### src/mua_defs.svh
// Register offsets, field positions, reset values and timing counts.
// Assumes a 25 MHz APB clock; included by mua_frame and mua_top.
// Behaviour
// - Mask-clear write of one disables channel interrupt
// - Start bit one schedules one later access
// - Start accepted only while engine enabled
// - Start bit self-clears after access completes
// - Writes to busy channel register discarded
// - Direction bit one writes, zero reads
// - Acknowledge bit set when PHY acknowledged read
// - Five-bit field gives PHY register number
// - Five-bit field gives target PHY address
// - Data field written out or loaded on read
// - Link source select resets zero, engine-derived
// - Link interrupt enable gates link-change interrupts
// - Five-bit field names monitored PHY address
// - Bus clock is pclk over divider plus one; even dividers give plus two, zero stops it
// - Raw done flag set on finish, write-one clears
// - Mask-set write of one enables channel interrupt
// - Raw link-change flag set on link change
`ifndef MUA_DEFS_SVH
`define MUA_DEFS_SVH

// ---------------------------------------------------------------
// Register byte offsets
// ---------------------------------------------------------------
`define MUA_OFS_CONTROL      12'h004
`define MUA_OFS_LINK         12'h00c
`define MUA_OFS_LINK_RAW     12'h010
`define MUA_OFS_LINK_MASKED  12'h014
`define MUA_OFS_DONE_RAW     12'h020
`define MUA_OFS_DONE_MASKED  12'h024
`define MUA_OFS_MASK_SET     12'h028
`define MUA_OFS_MASK_CLEAR   12'h02c
`define MUA_OFS_ACCESS0      12'h080
`define MUA_OFS_SELECT0      12'h084
`define MUA_OFS_ACCESS1      12'h088
`define MUA_OFS_SELECT1      12'h08c

// ---------------------------------------------------------------
// Fields
// ---------------------------------------------------------------
`define MUA_CTL_ENABLE_BIT   30
`define MUA_ACC_START_BIT    31
`define MUA_ACC_WRITE_BIT    30
`define MUA_ACC_ACK_BIT      29
`define MUA_ACC_REG_LSB      21
`define MUA_ACC_PHY_LSB      16
`define MUA_SEL_SRC_BIT      7
`define MUA_SEL_IRQEN_BIT    6
`define MUA_DIV_RESET        16'h00ff
`define MUA_SEL_RESET        8'h00

// ---------------------------------------------------------------
// Frame and timing
// ---------------------------------------------------------------
`define MUA_FRAME_BITS       64
`define MUA_PHY_STATUS_REG   5'h01
`define MUA_LINK_UP_BIT      2
`define MUA_POLL_GAP_US      100
`define MUA_CLK_MHZ          25
`define MUA_POLL_GAP_CYC     (`MUA_POLL_GAP_US * `MUA_CLK_MHZ)

`endif

### src/mua_pkg.sv
// Types shared by the access engine and its frame shifter.
// Assumes mua_defs.svh is on the include path.
package mua_pkg;
   typedef enum logic [1:0] {MUA_SRC_CH0, MUA_SRC_CH1, MUA_SRC_POLL} mua_src_t;
   typedef enum logic [1:0] {MUA_IDLE, MUA_RUN, MUA_FINISH} mua_state_t;
endpackage

### src/mua_frame_if.sv
// Request/answer bundle between the engine and the frame shifter.
// Assumes both ends run on pclk.
`timescale 1ns/1ps
interface mua_frame_if;
   logic        start;
   logic        write;
   logic [4:0]  phy;
   logic [4:0]  regnum;
   logic [15:0] wdata;
   logic        done;
   logic        ack;
   logic [15:0] rdata;
   modport engine  (output start, write, phy, regnum, wdata, input done, ack, rdata);
   modport shifter (input start, write, phy, regnum, wdata, output done, ack, rdata);
endinterface

### src/mua_frame.sv
// Clause 22 frame shifter: runs one frame per start pulse.
// Assumes tick is a one-cycle pulse at twice the bus clock rate.
`timescale 1ns/1ps
module mua_frame
   import mua_pkg::*;
(
   input  wire logic   pclk,
   input  wire logic   presetn,
   input  wire logic   tick,
   input  wire logic   mdio_in_sync,
   output logic        mdc,
   output logic        mdio_out,
   output logic        mdio_oe,
   mua_frame_if.shifter f
);
`include "mua_defs.svh"

   logic [63:0] shreg;
   logic [6:0]  bitnum;
   logic        busy;
   logic        rd;
   logic [15:0] rx;
   logic        ack_seen;

   // ---------------------------------------------------------------
   // Shift out on falling, sample on rising edge of mdc
   // ---------------------------------------------------------------
   always_ff @(posedge pclk or negedge presetn)
   begin
      if (!presetn)
      begin
         shreg    <= '0;
         bitnum   <= '0;
         busy     <= 1'b0;
         rd       <= 1'b0;
         rx       <= '0;
         ack_seen <= 1'b0;
         mdc      <= 1'b0;
         mdio_out <= 1'b1;
         mdio_oe  <= 1'b0;
         f.done   <= 1'b0;
         f.ack    <= 1'b0;
         f.rdata  <= '0;
      end
      else
      begin
         f.done <= 1'b0;
         if (!busy && f.start)
         begin
            // Preamble, start, opcode, addresses, turnaround, data
            shreg  <= {32'hffffffff, 2'b01, f.write ? 2'b01 : 2'b10, f.phy, f.regnum,
                       2'b10, f.wdata};
            rd     <= !f.write;
            bitnum <= '0;
            busy   <= 1'b1;
            ack_seen <= 1'b0;
         end
         else if (busy && tick)
         begin
            mdc <= !mdc;
            if (mdc && bitnum == 7'(`MUA_FRAME_BITS + 1))
            begin
               // End on a falling edge so every frame starts with the clock low
               busy    <= 1'b0;
               mdio_oe <= 1'b0;
               f.done  <= 1'b1;
               f.ack   <= ack_seen;
               f.rdata <= rx;
            end
            else if (mdc)
            begin
               // Falling edge: bit n-1 goes out; reads release from turnaround
               mdio_out <= shreg[63];
               mdio_oe  <= !(rd && bitnum >= 7'd47);
               shreg    <= {shreg[62:0], 1'b1};
            end
            else
            begin
               // Second turnaround bit low means the PHY answered
               if (rd && bitnum == 7'd48)
                  ack_seen <= !mdio_in_sync;
               if (rd && bitnum >= 7'd49)
                  rx <= {rx[14:0], mdio_in_sync};
               bitnum <= bitnum + 7'd1;
            end
         end
      end
   end
endmodule

### src/mua_top.sv
// User access engine: APB registers, channel scheduler, link poller.
// Assumes an APB master on pclk and a PHY on the mgmt pins.
`timescale 1ns/1ps
module mua_top
   import mua_pkg::*;
#(
   parameter int POLL_GAP_CYC = `MUA_POLL_GAP_CYC
)
(
   input  wire logic        pclk,
   input  wire logic        presetn,
   input  wire logic        psel,
   input  wire logic        penable,
   input  wire logic        pwrite,
   input  wire logic [11:0] paddr,
   input  wire logic [31:0] pwdata,
   output logic      [31:0] prdata,
   output logic             pready,
   output logic             pslverr,
   output logic             mgmt_bus_clock,
   output logic             mdio_out,
   output logic             mdio_oe,
   input  wire logic        mdio_in,
   output logic             cmd_done_irq,
   output logic             link_change_irq
);
`include "mua_defs.svh"

   mua_frame_if fr ();

   logic [15:0] mgmt_clock_divider;
   logic        engine_en;
   logic [31:0] user_access [2];
   logic [7:0]  phy_monitor_select [2];
   logic [1:0]  cmd_done_flag_raw;
   logic [1:0]  cmd_done_mask_set;
   logic [1:0]  link_change_flag_raw;
   logic [31:0] link_state;
   logic [15:0] div_cnt;
   logic        tick;
   logic        mdio_s1;
   logic        mdio_s2;
   logic        mdc_int;
   logic        mdo_int;
   logic        mdoe_int;
   mua_state_t  state;
   mua_src_t    src;
   logic        poll_idx;
   logic [31:0] gap_cnt;
   logic [1:0]  done_pulse;
   logic        wr_en;
   logic        rd_en;
   logic [31:0] next_prdata;

   function automatic logic decode(input logic [11:0] a, input logic [11:0] ofs);
      decode = (a == ofs);
   endfunction

   assign wr_en = psel && penable && pwrite;
   assign rd_en = psel && !penable && !pwrite;

   // ---------------------------------------------------------------
   // Management clock divider and input synchroniser
   // ---------------------------------------------------------------
   always_ff @(posedge pclk or negedge presetn)
   begin
      if (!presetn)
      begin
         div_cnt <= '0;
         tick    <= 1'b0;
      end
      else if (mgmt_clock_divider == 16'h0000)
      begin
         div_cnt <= '0;
         tick    <= 1'b0;
      end
      else
      begin
         // Toggle every (div+1)/2 cycles; odd ratios round the half period
         tick    <= (div_cnt == 16'h0000);
         div_cnt <= (div_cnt >= (mgmt_clock_divider >> 1)) ? 16'h0000 : div_cnt + 16'h0001;
      end
   end

   always_ff @(posedge pclk or negedge presetn)
   begin
      if (!presetn)
      begin
         mdio_s1 <= 1'b1;
         mdio_s2 <= 1'b1;
      end
      else
      begin
         mdio_s1 <= mdio_in;
         mdio_s2 <= mdio_s1;
      end
   end

   mua_frame u_frame (
      .pclk         (pclk),
      .presetn      (presetn),
      .tick         (tick),
      .mdio_in_sync (mdio_s2),
      .mdc          (mdc_int),
      .mdio_out     (mdo_int),
      .mdio_oe      (mdoe_int),
      .f            (fr.shifter)
   );

   always_ff @(posedge pclk or negedge presetn)
   begin
      if (!presetn)
      begin
         mgmt_bus_clock <= 1'b0;
         mdio_out       <= 1'b1;
         mdio_oe        <= 1'b0;
      end
      else
      begin
         mgmt_bus_clock <= mdc_int;
         mdio_out       <= mdo_int;
         mdio_oe        <= mdoe_int;
      end
   end

   // ---------------------------------------------------------------
   // Scheduler: channel 0 first, then 1, polling in the gaps
   // ---------------------------------------------------------------
   always_ff @(posedge pclk or negedge presetn)
   begin
      if (!presetn)
      begin
         state      <= MUA_IDLE;
         src        <= MUA_SRC_POLL;
         poll_idx   <= 1'b0;
         gap_cnt    <= '0;
         fr.start   <= 1'b0;
         fr.write   <= 1'b0;
         fr.phy     <= '0;
         fr.regnum  <= '0;
         fr.wdata   <= '0;
         done_pulse <= '0;
      end
      else
      begin
         fr.start   <= 1'b0;
         done_pulse <= '0;
         case (state)
            MUA_IDLE:
            begin
               if (gap_cnt != 32'h0)
                  gap_cnt <= gap_cnt - 32'h1;
               if (engine_en && user_access[0][`MUA_ACC_START_BIT])
               begin
                  src       <= MUA_SRC_CH0;
                  fr.start  <= 1'b1;
                  fr.write  <= user_access[0][`MUA_ACC_WRITE_BIT];
                  fr.phy    <= user_access[0][`MUA_ACC_PHY_LSB +: 5];
                  fr.regnum <= user_access[0][`MUA_ACC_REG_LSB +: 5];
                  fr.wdata  <= user_access[0][15:0];
                  state     <= MUA_RUN;
               end
               else if (engine_en && user_access[1][`MUA_ACC_START_BIT])
               begin
                  src       <= MUA_SRC_CH1;
                  fr.start  <= 1'b1;
                  fr.write  <= user_access[1][`MUA_ACC_WRITE_BIT];
                  fr.phy    <= user_access[1][`MUA_ACC_PHY_LSB +: 5];
                  fr.regnum <= user_access[1][`MUA_ACC_REG_LSB +: 5];
                  fr.wdata  <= user_access[1][15:0];
                  state     <= MUA_RUN;
               end
               else if (engine_en && gap_cnt == 32'h0)
               begin
                  src       <= MUA_SRC_POLL;
                  fr.start  <= 1'b1;
                  fr.write  <= 1'b0;
                  fr.phy    <= phy_monitor_select[poll_idx][4:0];
                  fr.regnum <= `MUA_PHY_STATUS_REG;
                  fr.wdata  <= '0;
                  state     <= MUA_RUN;
               end
            end
            MUA_RUN:
               if (fr.done)
               begin
                  // Start bit must be clear before IDLE looks again, or it reruns
                  done_pulse[0] <= (src == MUA_SRC_CH0);
                  done_pulse[1] <= (src == MUA_SRC_CH1);
                  state         <= MUA_FINISH;
               end
            MUA_FINISH:
            begin
               if (src == MUA_SRC_POLL)
               begin
                  poll_idx <= !poll_idx;
                  gap_cnt  <= 32'(POLL_GAP_CYC);
               end
               state <= MUA_IDLE;
            end
            default:
               state <= MUA_IDLE;
         endcase
      end
   end

   // ---------------------------------------------------------------
   // Link state table and link-change flags
   // ---------------------------------------------------------------
   always_ff @(posedge pclk or negedge presetn)
   begin
      if (!presetn)
      begin
         link_state           <= '0;
         link_change_flag_raw <= '0;
      end
      else
      begin
         for (int i = 0; i < 2; i++)
            if (wr_en && decode(paddr, `MUA_OFS_LINK_RAW) && pwdata[i])
               link_change_flag_raw[i] <= 1'b0;
         if (state == MUA_FINISH && src == MUA_SRC_POLL)
         begin
            // Link state always comes from polling; no pin source exists
            link_state[fr.phy] <= fr.ack && fr.rdata[`MUA_LINK_UP_BIT];
            for (int i = 0; i < 2; i++)
               if (phy_monitor_select[i][4:0] == fr.phy &&
                   link_state[fr.phy] != (fr.ack && fr.rdata[`MUA_LINK_UP_BIT]))
                  link_change_flag_raw[i] <= 1'b1;
         end
      end
   end

   // ---------------------------------------------------------------
   // Register writes
   // ---------------------------------------------------------------
   always_ff @(posedge pclk or negedge presetn)
   begin
      if (!presetn)
      begin
         mgmt_clock_divider <= `MUA_DIV_RESET;
         engine_en          <= 1'b0;
         phy_monitor_select[0] <= `MUA_SEL_RESET;
         phy_monitor_select[1] <= `MUA_SEL_RESET;
         cmd_done_mask_set  <= '0;
      end
      else if (wr_en)
      begin
         if (decode(paddr, `MUA_OFS_CONTROL))
         begin
            engine_en          <= pwdata[`MUA_CTL_ENABLE_BIT];
            mgmt_clock_divider <= pwdata[15:0];
         end
         if (decode(paddr, `MUA_OFS_SELECT0))
            phy_monitor_select[0] <= {1'b0, pwdata[6], 1'b0, pwdata[4:0]};
         if (decode(paddr, `MUA_OFS_SELECT1))
            phy_monitor_select[1] <= {1'b0, pwdata[6], 1'b0, pwdata[4:0]};
         if (decode(paddr, `MUA_OFS_MASK_SET))
            cmd_done_mask_set <= cmd_done_mask_set | pwdata[1:0];
         if (decode(paddr, `MUA_OFS_MASK_CLEAR))
            cmd_done_mask_set <= cmd_done_mask_set & ~pwdata[1:0];
      end
   end

   // Channel registers and done flags; hardware completion beats software clear
   always_ff @(posedge pclk or negedge presetn)
   begin
      if (!presetn)
      begin
         user_access[0]    <= '0;
         user_access[1]    <= '0;
         cmd_done_flag_raw <= '0;
      end
      else
      begin
         for (int i = 0; i < 2; i++)
         begin
            if (wr_en && decode(paddr, `MUA_OFS_DONE_RAW) && pwdata[i])
               cmd_done_flag_raw[i] <= 1'b0;
            if (wr_en && !user_access[i][`MUA_ACC_START_BIT] &&
                decode(paddr, i == 0 ? `MUA_OFS_ACCESS0 : `MUA_OFS_ACCESS1))
               user_access[i] <= {pwdata[31] && engine_en, pwdata[30],
                                  user_access[i][29], 3'b000, pwdata[25:0]};
            if (done_pulse[i])
            begin
               user_access[i][`MUA_ACC_START_BIT] <= 1'b0;
               cmd_done_flag_raw[i] <= 1'b1;
               if (!user_access[i][`MUA_ACC_WRITE_BIT])
               begin
                  user_access[i][`MUA_ACC_ACK_BIT] <= fr.ack;
                  user_access[i][15:0]             <= fr.rdata;
               end
            end
         end
      end
   end

   // ---------------------------------------------------------------
   // APB read path and interrupt outputs
   // ---------------------------------------------------------------
   always_comb
   begin
      next_prdata = 32'h0;
      case (paddr)
         `MUA_OFS_CONTROL:     next_prdata = {1'b0, engine_en, 14'h0, mgmt_clock_divider};
         `MUA_OFS_LINK:        next_prdata = link_state;
         `MUA_OFS_LINK_RAW:    next_prdata = {30'h0, link_change_flag_raw};
         `MUA_OFS_LINK_MASKED: next_prdata = {30'h0, link_change_flag_raw &
                                   {phy_monitor_select[1][6], phy_monitor_select[0][6]}};
         `MUA_OFS_DONE_RAW:    next_prdata = {30'h0, cmd_done_flag_raw};
         `MUA_OFS_DONE_MASKED: next_prdata = {30'h0, cmd_done_flag_raw & cmd_done_mask_set};
         `MUA_OFS_MASK_SET,
         `MUA_OFS_MASK_CLEAR:  next_prdata = {30'h0, cmd_done_mask_set};
         `MUA_OFS_ACCESS0:     next_prdata = user_access[0];
         `MUA_OFS_SELECT0:     next_prdata = {24'h0, phy_monitor_select[0]};
         `MUA_OFS_ACCESS1:     next_prdata = user_access[1];
         `MUA_OFS_SELECT1:     next_prdata = {24'h0, phy_monitor_select[1]};
         default:              next_prdata = 32'h0;
      endcase
   end

   always_ff @(posedge pclk or negedge presetn)
   begin
      if (!presetn)
      begin
         prdata          <= '0;
         pready          <= 1'b0;
         pslverr         <= 1'b0;
         cmd_done_irq    <= 1'b0;
         link_change_irq <= 1'b0;
      end
      else
      begin
         // No wait states: ready rises in the first access cycle
         pready  <= psel && !penable;
         pslverr <= 1'b0;
         if (rd_en)
            prdata <= next_prdata;
         cmd_done_irq    <= |(cmd_done_flag_raw & cmd_done_mask_set);
         link_change_irq <= |(link_change_flag_raw &
                              {phy_monitor_select[1][6], phy_monitor_select[0][6]});
      end
   end
endmodule

### config.mk
export PLATFORM = sky130hd
export DESIGN_NAME = mua_top
export DESIGN_NICKNAME = d
export VERILOG_FILES = /design/src/mua_pkg.sv /design/src/mua_frame_if.sv /design/src/mua_frame.sv /design/src/mua_top.sv
export VERILOG_INCLUDE_DIRS = /design/src
export SDC_FILE = /design/constraint.sdc
export NUM_CORES = 1
export LEC_CHECK = 0
export BUFFER_PORTS_ARGS = -buffer_cell sky130_fd_sc_hd__clkbuf_2
export CAP_MARGIN = 20
export CORE_UTILIZATION = 56
export CTS_CLUSTER_SIZE = 25
export DETAILED_ROUTE_END_ITERATION = 6
export PLACE_DENSITY = 0.76
export REMOVE_ABC_BUFFERS = 1
export SYNTH_ARGS = -nofsm -noshare
export SYNTH_HDL_FRONTEND = slang
export SYNTH_SLANG_ARGS = --single-unit
### constraint.sdc
create_clock -name pclk -period 2.56 [get_ports pclk]
set_clock_uncertainty 0.15 [all_clocks]
set_input_delay 0.128 -clock pclk [delete_from_list [all_inputs] [get_ports pclk]]
set_output_delay 0.128 -clock pclk [all_outputs]
set_load 0.01 [all_outputs]
==> impl_metrics.json, run 1 <==
{
  "power_density_nw_per_um2": 578,
  "status": "finished with violations",
  "fp.dieW_um": 176,
  "cp_max_fo": 18,
  "yosysTopAreaCell": "dfrtp_1",
  "setup_violations": 2,
  "antenna_cells": 0,
  "ios": 89,
  "overflow": 0,
  "grt_pass1_vias": 13500,
  "ant_nets": 0,
  "p_int_uw": 9090,
  "die_area_sq_um": 31000,
  "worstMarginPinSlew_ns": 0.829,
  "worstPathArrival_ns": 2.78,
  "synthArstFlopShare_pct": 100,
  "worst_hold_path_type": "input port to asynchronous set/reset pin",
  "crit_path_start_kind": "flop",
  "syn_area_sq_um": 17000,
  "avgRoutedWirePerCell_um": 19.8,
  "max-vdd-ir-drop_mv": 0.532,
  "max-clock-path-buffers": 3,
  "synth_top_area_share_pct": 51.1,
  "power.switching_uw": 2470,
  "via_per_inst": 6.07,
  "synth_cells": 1685,
  "slew_violations": 0,
  "cts_tree": "yes",
  "fin_crit_ns": 2.56,
  "r2r_start": "gap_cnt[1]",
  "dpl-instance-area_sq_um": 18200,
  "max_freq_ghz": 0.390,
  "grt_pass1_wl_um": 71100,
  "crit_path_end_kind": "flop",
  "yosysSeqAreaShare_pct": 53.1,
  "nets": 1895,
  "max_cap_violations": 0,
  "setup_slack_ns": -0.00476,
  "clkTransAtPathRegs_ns": 0.06,
  "port_buffers": 83,
  "violations": "DRC, hold timing, setup timing",
  "yosys_warnings": 0,
  "pwr-share-clk_pct": 47.3,
  "firstDrtPassIters": 7,
  "syn2layout_area_growth_pct": 17.7,
  "mostFrequentLayoutCell": "nand2_1",
  "via_count": 13600,
  "reg2reg_to": "fr.wdata[15]",
  "antenna_found_initial": 1,
  "gp_congestion": 0.930,
  "hold_ws_ns": -0.00853,
  "coreArea_sq_um": 29700,
  "power_leakage_uw": 0.00930,
  "final_design_area_no_fill_sq_um": 20000,
  "most-common-layout-cells": "nand2_1 (350), dfrtp_1 (346), o21ai_0 (111)",
  "fin_util_pct": 67.3,
  "root_buffer": "clkbuf_16",
  "synth.avg_cell_area_sq_um": 10.1,
  "synth_enable_flop_cells": 0,
  "seq_power_share_pct": 49.8,
  "synth.area.top_cells": "dfrtp_1 (51%), nand2_1 (7.8%), mux2_2 (5.8%), o21ai_0 (3.8%), mux2i_1 (3.4%)",
  "hpwl_um": 29100,
  "die_h_um": 176,
  "numCtsBuffers": 38,
  "crit_required_ns": 2.78,
  "drtIter0Drc": 1365,
  "swShare_pct": 21.4,
  "ys_types": 80,
  "crit_type": "flop to flop",
  "clk_latency_ns": 0.52,
  "hold_viol_final": 3,
  "rows": 63,
  "routed_wl_um": 44300,
  "ys_ff_latch": 360,
  "rrSetupSlack_ns": -0.005,
  "r2r.worst_path.cells": 10,
  "start_util_pct": 57.2,
  "synthFlopType": "dfrtp_1",
  "clock-sinks": 360,
  "cts-htree-levels": 2,
  "grt_max_degree": 61,
  "track_usage_pct": 29.0,
  "fin_crit_sh_pct": 100,
  "p_comb_share_pct": 3.0,
  "rsz0062_at_grt": "true",
  "p_total_uw": 11600,
  "max-slew-margin-rel_pct": 44.5,
  "drc": 1,
  "drive_gt1_share_pct": 20.9
}
-- power by group through the flow --
stage / Clock (uW) / Combinational [uW] / Sequential [uW]
after floorplan: 0 / 68.0 / 5850
after global placement: 0 / 297 / 5850
after detailed placement: 0 / 304 / 5850
after CTS: 5530 / 346 / 5750
after global routing: 5760 / 382 / 5750
final: 5460 / 343 / 5750
-- state kept, by name, indices dropped and copies added (netlist names), 2 cells and up, named ones only --
signal and count:
div_cnt 16, u_frame.f.rdata 16, fr.phy 5, prdata 32
done_pulse 2, user_access 58, state 2, u_frame.bitnum 7
cmd_done_flag_raw 2, mgmt_clock_divider 16, link_state 32, gap_cnt 32
u_frame.shreg 64, phy_monitor_select 12, link_change_flag_raw 2, fr.regnum 5
fr.wdata 16, u_frame.rx 16, src 2
-- through the flow --
step / TNS, ns / worst slack [ns] / cells
after floorplan: -136.50 / -2.23 / 1584
after global placement: 0 / 0.00461 / 2129
after detailed placement: -0.665 / -0.0849 / 2129
after CTS: -0.000388 / -0.000388 / 2234
after global routing: -1.60 / -0.0792 / 2240
final: -0.00766 / -0.00476 / 2240
-- cells by family (layout without fill, tap and decap cells) --
logic type / Yosys count / after routing / share of synthesized area (%)
and+or+nand+nor: 671 / 671 / 18.2
other: 1 / 1 / 0.0221
AOI/OAI and AO/OA: 304 / 304 / 11.7
xor gates and xnor gates: 43 / 43 / 2.26
buffers and inverters: 136 / 301 / 3.42
muxes: 148 / 148 / 9.66
DFF: 360 / 360 / 53.1
adders and majority gates: 22 / 22 / 1.62
-- critical path, stage by stage (launching register included) --
cell       delay (ns)
dfrtp_1          0.39
inv_1            0.10
ha_1             0.17
or2b_4           0.28
or4_4            0.43
nor4_4           0.29
buf_6            0.16
o21ai_4          0.09
clkbuf_16        0.20
nand2_1          0.08
o21ai_0          0.07
-- worst max path at each step --
stage                      startpoint         endpoint  cells after the start
after floorplan              paddr[9]  user_access[16]                      5
after global placement    gap_cnt[24]      gap_cnt[13]                      7
after detailed placement  gap_cnt[24]       gap_cnt[9]                      7
after CTS                 gap_cnt[24]     fr.regnum[1]                      8
after global routing       gap_cnt[1]       gap_cnt[6]                     10
final                      gap_cnt[1]     fr.wdata[15]                     10
-- area by class of cell --
type | instances | area [sq um]
Inverter | 35 | 131
Tap cell | 390 | 488
Clock buffer | 55 | 1120
Timing Repair Buffer | 199 | 1570
Fill cell | 2227 | 9730
Multi-Input combinational cell | 1189 | 7530
Sequential cell | 360 | 9030
Clock inverter | 12 | 124
-- what timing repair did --
item,in CTS,in global routing
pin swaps,1,12
endpoints found under the hold margin,440,0
endpoints found under the setup margin,35,58
hold buffers,35,0
setup buffers,3,4
gates cloned,0,2
gates resized for setup,2,51
-- Yosys cell counts, types with 14 or more instances --
| cell type | n |
|---|---|
| nand2_1 | 352 |
| mux2i_1 | 57 |
| dfrtp_1 | 347 |
| o21ai_0 | 130 |
| xnor2_1 | 24 |
| a22oi_1 | 25 |
| mux2_2 | 87 |
| a31oi_1 | 28 |
| a222oi_1 | 27 |
| clkbuf_1 | 83 |
| nor2_1 | 114 |
| nor3_1 | 28 |
| ha_1 | 22 |
| a21oi_1 | 14 |
| nand3_1 | 64 |
| xor2_1 | 18 |
| inv_1 | 34 |
-- routing by layer --
metal	GRT usage (%)	up-vias	part of all wire (%)	routed length, um
met4	10.0	2	2.9	1300
met1	39.2	6829	42	18500
met3	3.29	96	5.8	2590
li1	-	6185	-	-
met2	48.6	480	50	21900
met5	0	-	0.025	11
Power figures use the tool's default switching activity.
==> run 2: changes to the inputs <==
CORE_UTILIZATION = 45   (was 56)
PLACE_DENSITY = 0.63   (was 0.76)
SLEW_MARGIN = 10   (was default)
==> run 2 against run 1 <==
  * The flow finishes with violations (DRC)
  * Register-to-register slack improved by 0.04 ns
  * First-iteration DRC count fell by 8.1%
  * Maximum frequency rose by 1.5%
  * Sequential power barely moved
  * Setup slack improved by 0.038 ns
  * Die area rose by 24%
  * Final area rose by 1.6%
  * Critical path type unchanged
==> impl_metrics.json, run 2 (synthesis results as in run 1) <==
{
  "clock-sinks": 360,
  "antenna_cells": 0,
  "setup_tns_ns": 0,
  "critPathLaunch": "gap_cnt[24]",
  "fin_crit_sh_pct": 98.7,
  "start_util_pct": 46.1,
  "avgRoutedWirePerCell_um": 19.0,
  "grt_pass1_wl_um": 71900,
  "grt_max_degree": 95,
  "max-vdd-ir-drop_mv": 0.381,
  "reg_top3": "u_frame.shreg x64, user_access x58",
  "crit_required_ns": 2.77,
  "nets": 1909,
  "track_usage_pct": 23.6,
  "worstMarginPinSlew_ns": 0.838,
  "die_h_um": 196,
  "violations": "DRC",
  "coreArea_sq_um": 36900,
  "antenna_found_initial": 0,
  "rrSetupSlack_ns": 0.03,
  "cts-htree-levels": 2,
  "gp_congestion": 0.856,
  "slew_violations": 0,
  "max-clock-path-buffers": 3,
  "die_area_sq_um": 38500,
  "endpoint": "fr.wdata[0]",
  "most-common-layout-cells": "nand2_1 (352), dfrtp_1 (347), o21ai_0 (112)",
  "worst_hold_path_type": "input port to flop",
  "p_total_uw": 11900,
  "fin_crit_ns": 2.53,
  "r2r.worst_path.cells": 8,
  "setup_violations": 0,
  "max_freq_ghz": 0.396,
  "mostFrequentLayoutCell": "nand2_1",
  "crit_path_start_kind": "flop",
  "crit_path_end_kind": "flop",
  "syn2layout_area_growth_pct": 19.5,
  "grt_pass1_vias": 13100,
  "ant_nets": 0,
  "crit_type": "flop to flop",
  "firstDrtPassIters": 7,
  "power_leakage_uw": 0.00940,
  "cts_tree": "yes",
  "drc": 1,
  "max-slew-margin-rel_pct": 43.3,
  "power_density_nw_per_um2": 585,
  "clk_latency_ns": 0.53,
  "routed_wl_um": 45100,
  "port_buffers": 83,
  "cp_max_fo": 9,
  "root_buffer": "clkbuf_16",
  "drtIter0Drc": 1254,
  "reg2reg_to": "fr.wdata[0]",
  "drive_gt1_share_pct": 21.2,
  "via_count": 13300,
  "rsz0062_at_grt": "true",
  "via_per_inst": 5.62,
  "ios": 89,
  "overflow": 0,
  "hpwl_um": 29700,
  "numCtsBuffers": 40,
  "fp.dieW_um": 196,
  "rows": 70,
  "r2r_start": "gap_cnt[24]",
  "num-fill-cells": 3229,
  "worstPathArrival_ns": 2.74,
  "status": "finished with violations",
  "hold_viol_final": 0,
  "max_cap_violations": 0,
  "top_register": "u_frame.shreg",
  "clkTransAtPathRegs_ns": 0.06,
  "largest_register_ff_count": 64
}
[run 2: changes by cell type in the layout (fill, tap and decap cells not counted), moves of 2 or more]
cell,previous run,this run
nor2_1,104,106
clkinvlp_4,1,5
inv_1,32,34
inv_6,2,0
inv_2,2,0
nand2_2,2,0
nand2_1,350,352
clkbuf_16,40,43
buf_6,4,6
buf_4,63,71
[run 2: how the worst min path moves through the flow]
stage / from / to / slack (ns) / cells after the start
floorplan: presetn / asynchronous set/reset pin / -0.32 / 0
detailed placement: mdio_in / mdio_s1 / 0.07 / 1
global placement: mdio_in / mdio_s1 / 0.07 / 1
CTS: paddr[6] / cmd_done_flag_raw[0] / 0.008 / 5
global route: paddr[6] / cmd_done_flag_raw[0] / 0.07 / 5
finish: paddr[6] / cmd_done_flag_raw[0] / 0.03 / 5
[run 2: layout make-up]
| cell class | count | area (sq um) | area share [%] |
|---|---|---|---|
| clock buffer | 57 | 1180 | 5.79 |
| clock inverter | 13 | 153 | 0.752 |
| inverter | 35 | 131 | 0.647 |
| sequential | 360 | 9020 | 44.5 |
| timing repair buffer | 211 | 1700 | 8.36 |
| multi-input combinational | 1189 | 7490 | 36.9 |
| tap | 504 | 631 | 3.11 |
[run 2: metal layers]
layer | GRT usage (%) | up-vias | wire length [um]
met5 | 0 | - | 0
li1 | - | 6226 | -
met1 | 33.0 | 6636 | 20200
met2 | 38.5 | 377 | 21500
met3 | 3.21 | 73 | 2440
met4 | 6.34 | 0 | 992
[run 2: repair_timing]
action,CTS,global route
setup endpoints to repair,23,56
resized for setup,4,33
pin swaps,1,7
gates cloned,0,4
setup buffers,2,1
hold endpoints to repair,174,0
hold buffers,36,0
[run 2: power by group]
group / switching, uW / internal (uW)
Combinational: 222 / 128
Clock: 2290 / 3490
Sequential: 20.9 / 5730
Total: 2530 / 9350
[run 2: critical path, stage by stage (launching register included)]
cell and delay, ns:
dfrtp_1 0.38, or4_4 0.53, or4_4 0.46, nor4_4 0.24, buf_6 0.16, o21ai_4 0.12, clkbuf_16 0.20, nand2_1 0.06
o21ai_0 0.07
[run 2: through the flow]
step	hold WS (ns)	utilization, %	instances	setup WS (ns)	instance area [sq um]
floorplan	-0.318	-	1584	-2.23	16500
global route	0.0663	55.1	2369	-0.0308	20300
CTS	0.00839	54.6	2363	0.00190	20100
finish	0.0302	55.1	2369	0.0336	20300
global placement	0.0681	50.0	2255	-0.00783	18400
detailed placement	0.0704	50.0	2255	-0.0634	18400
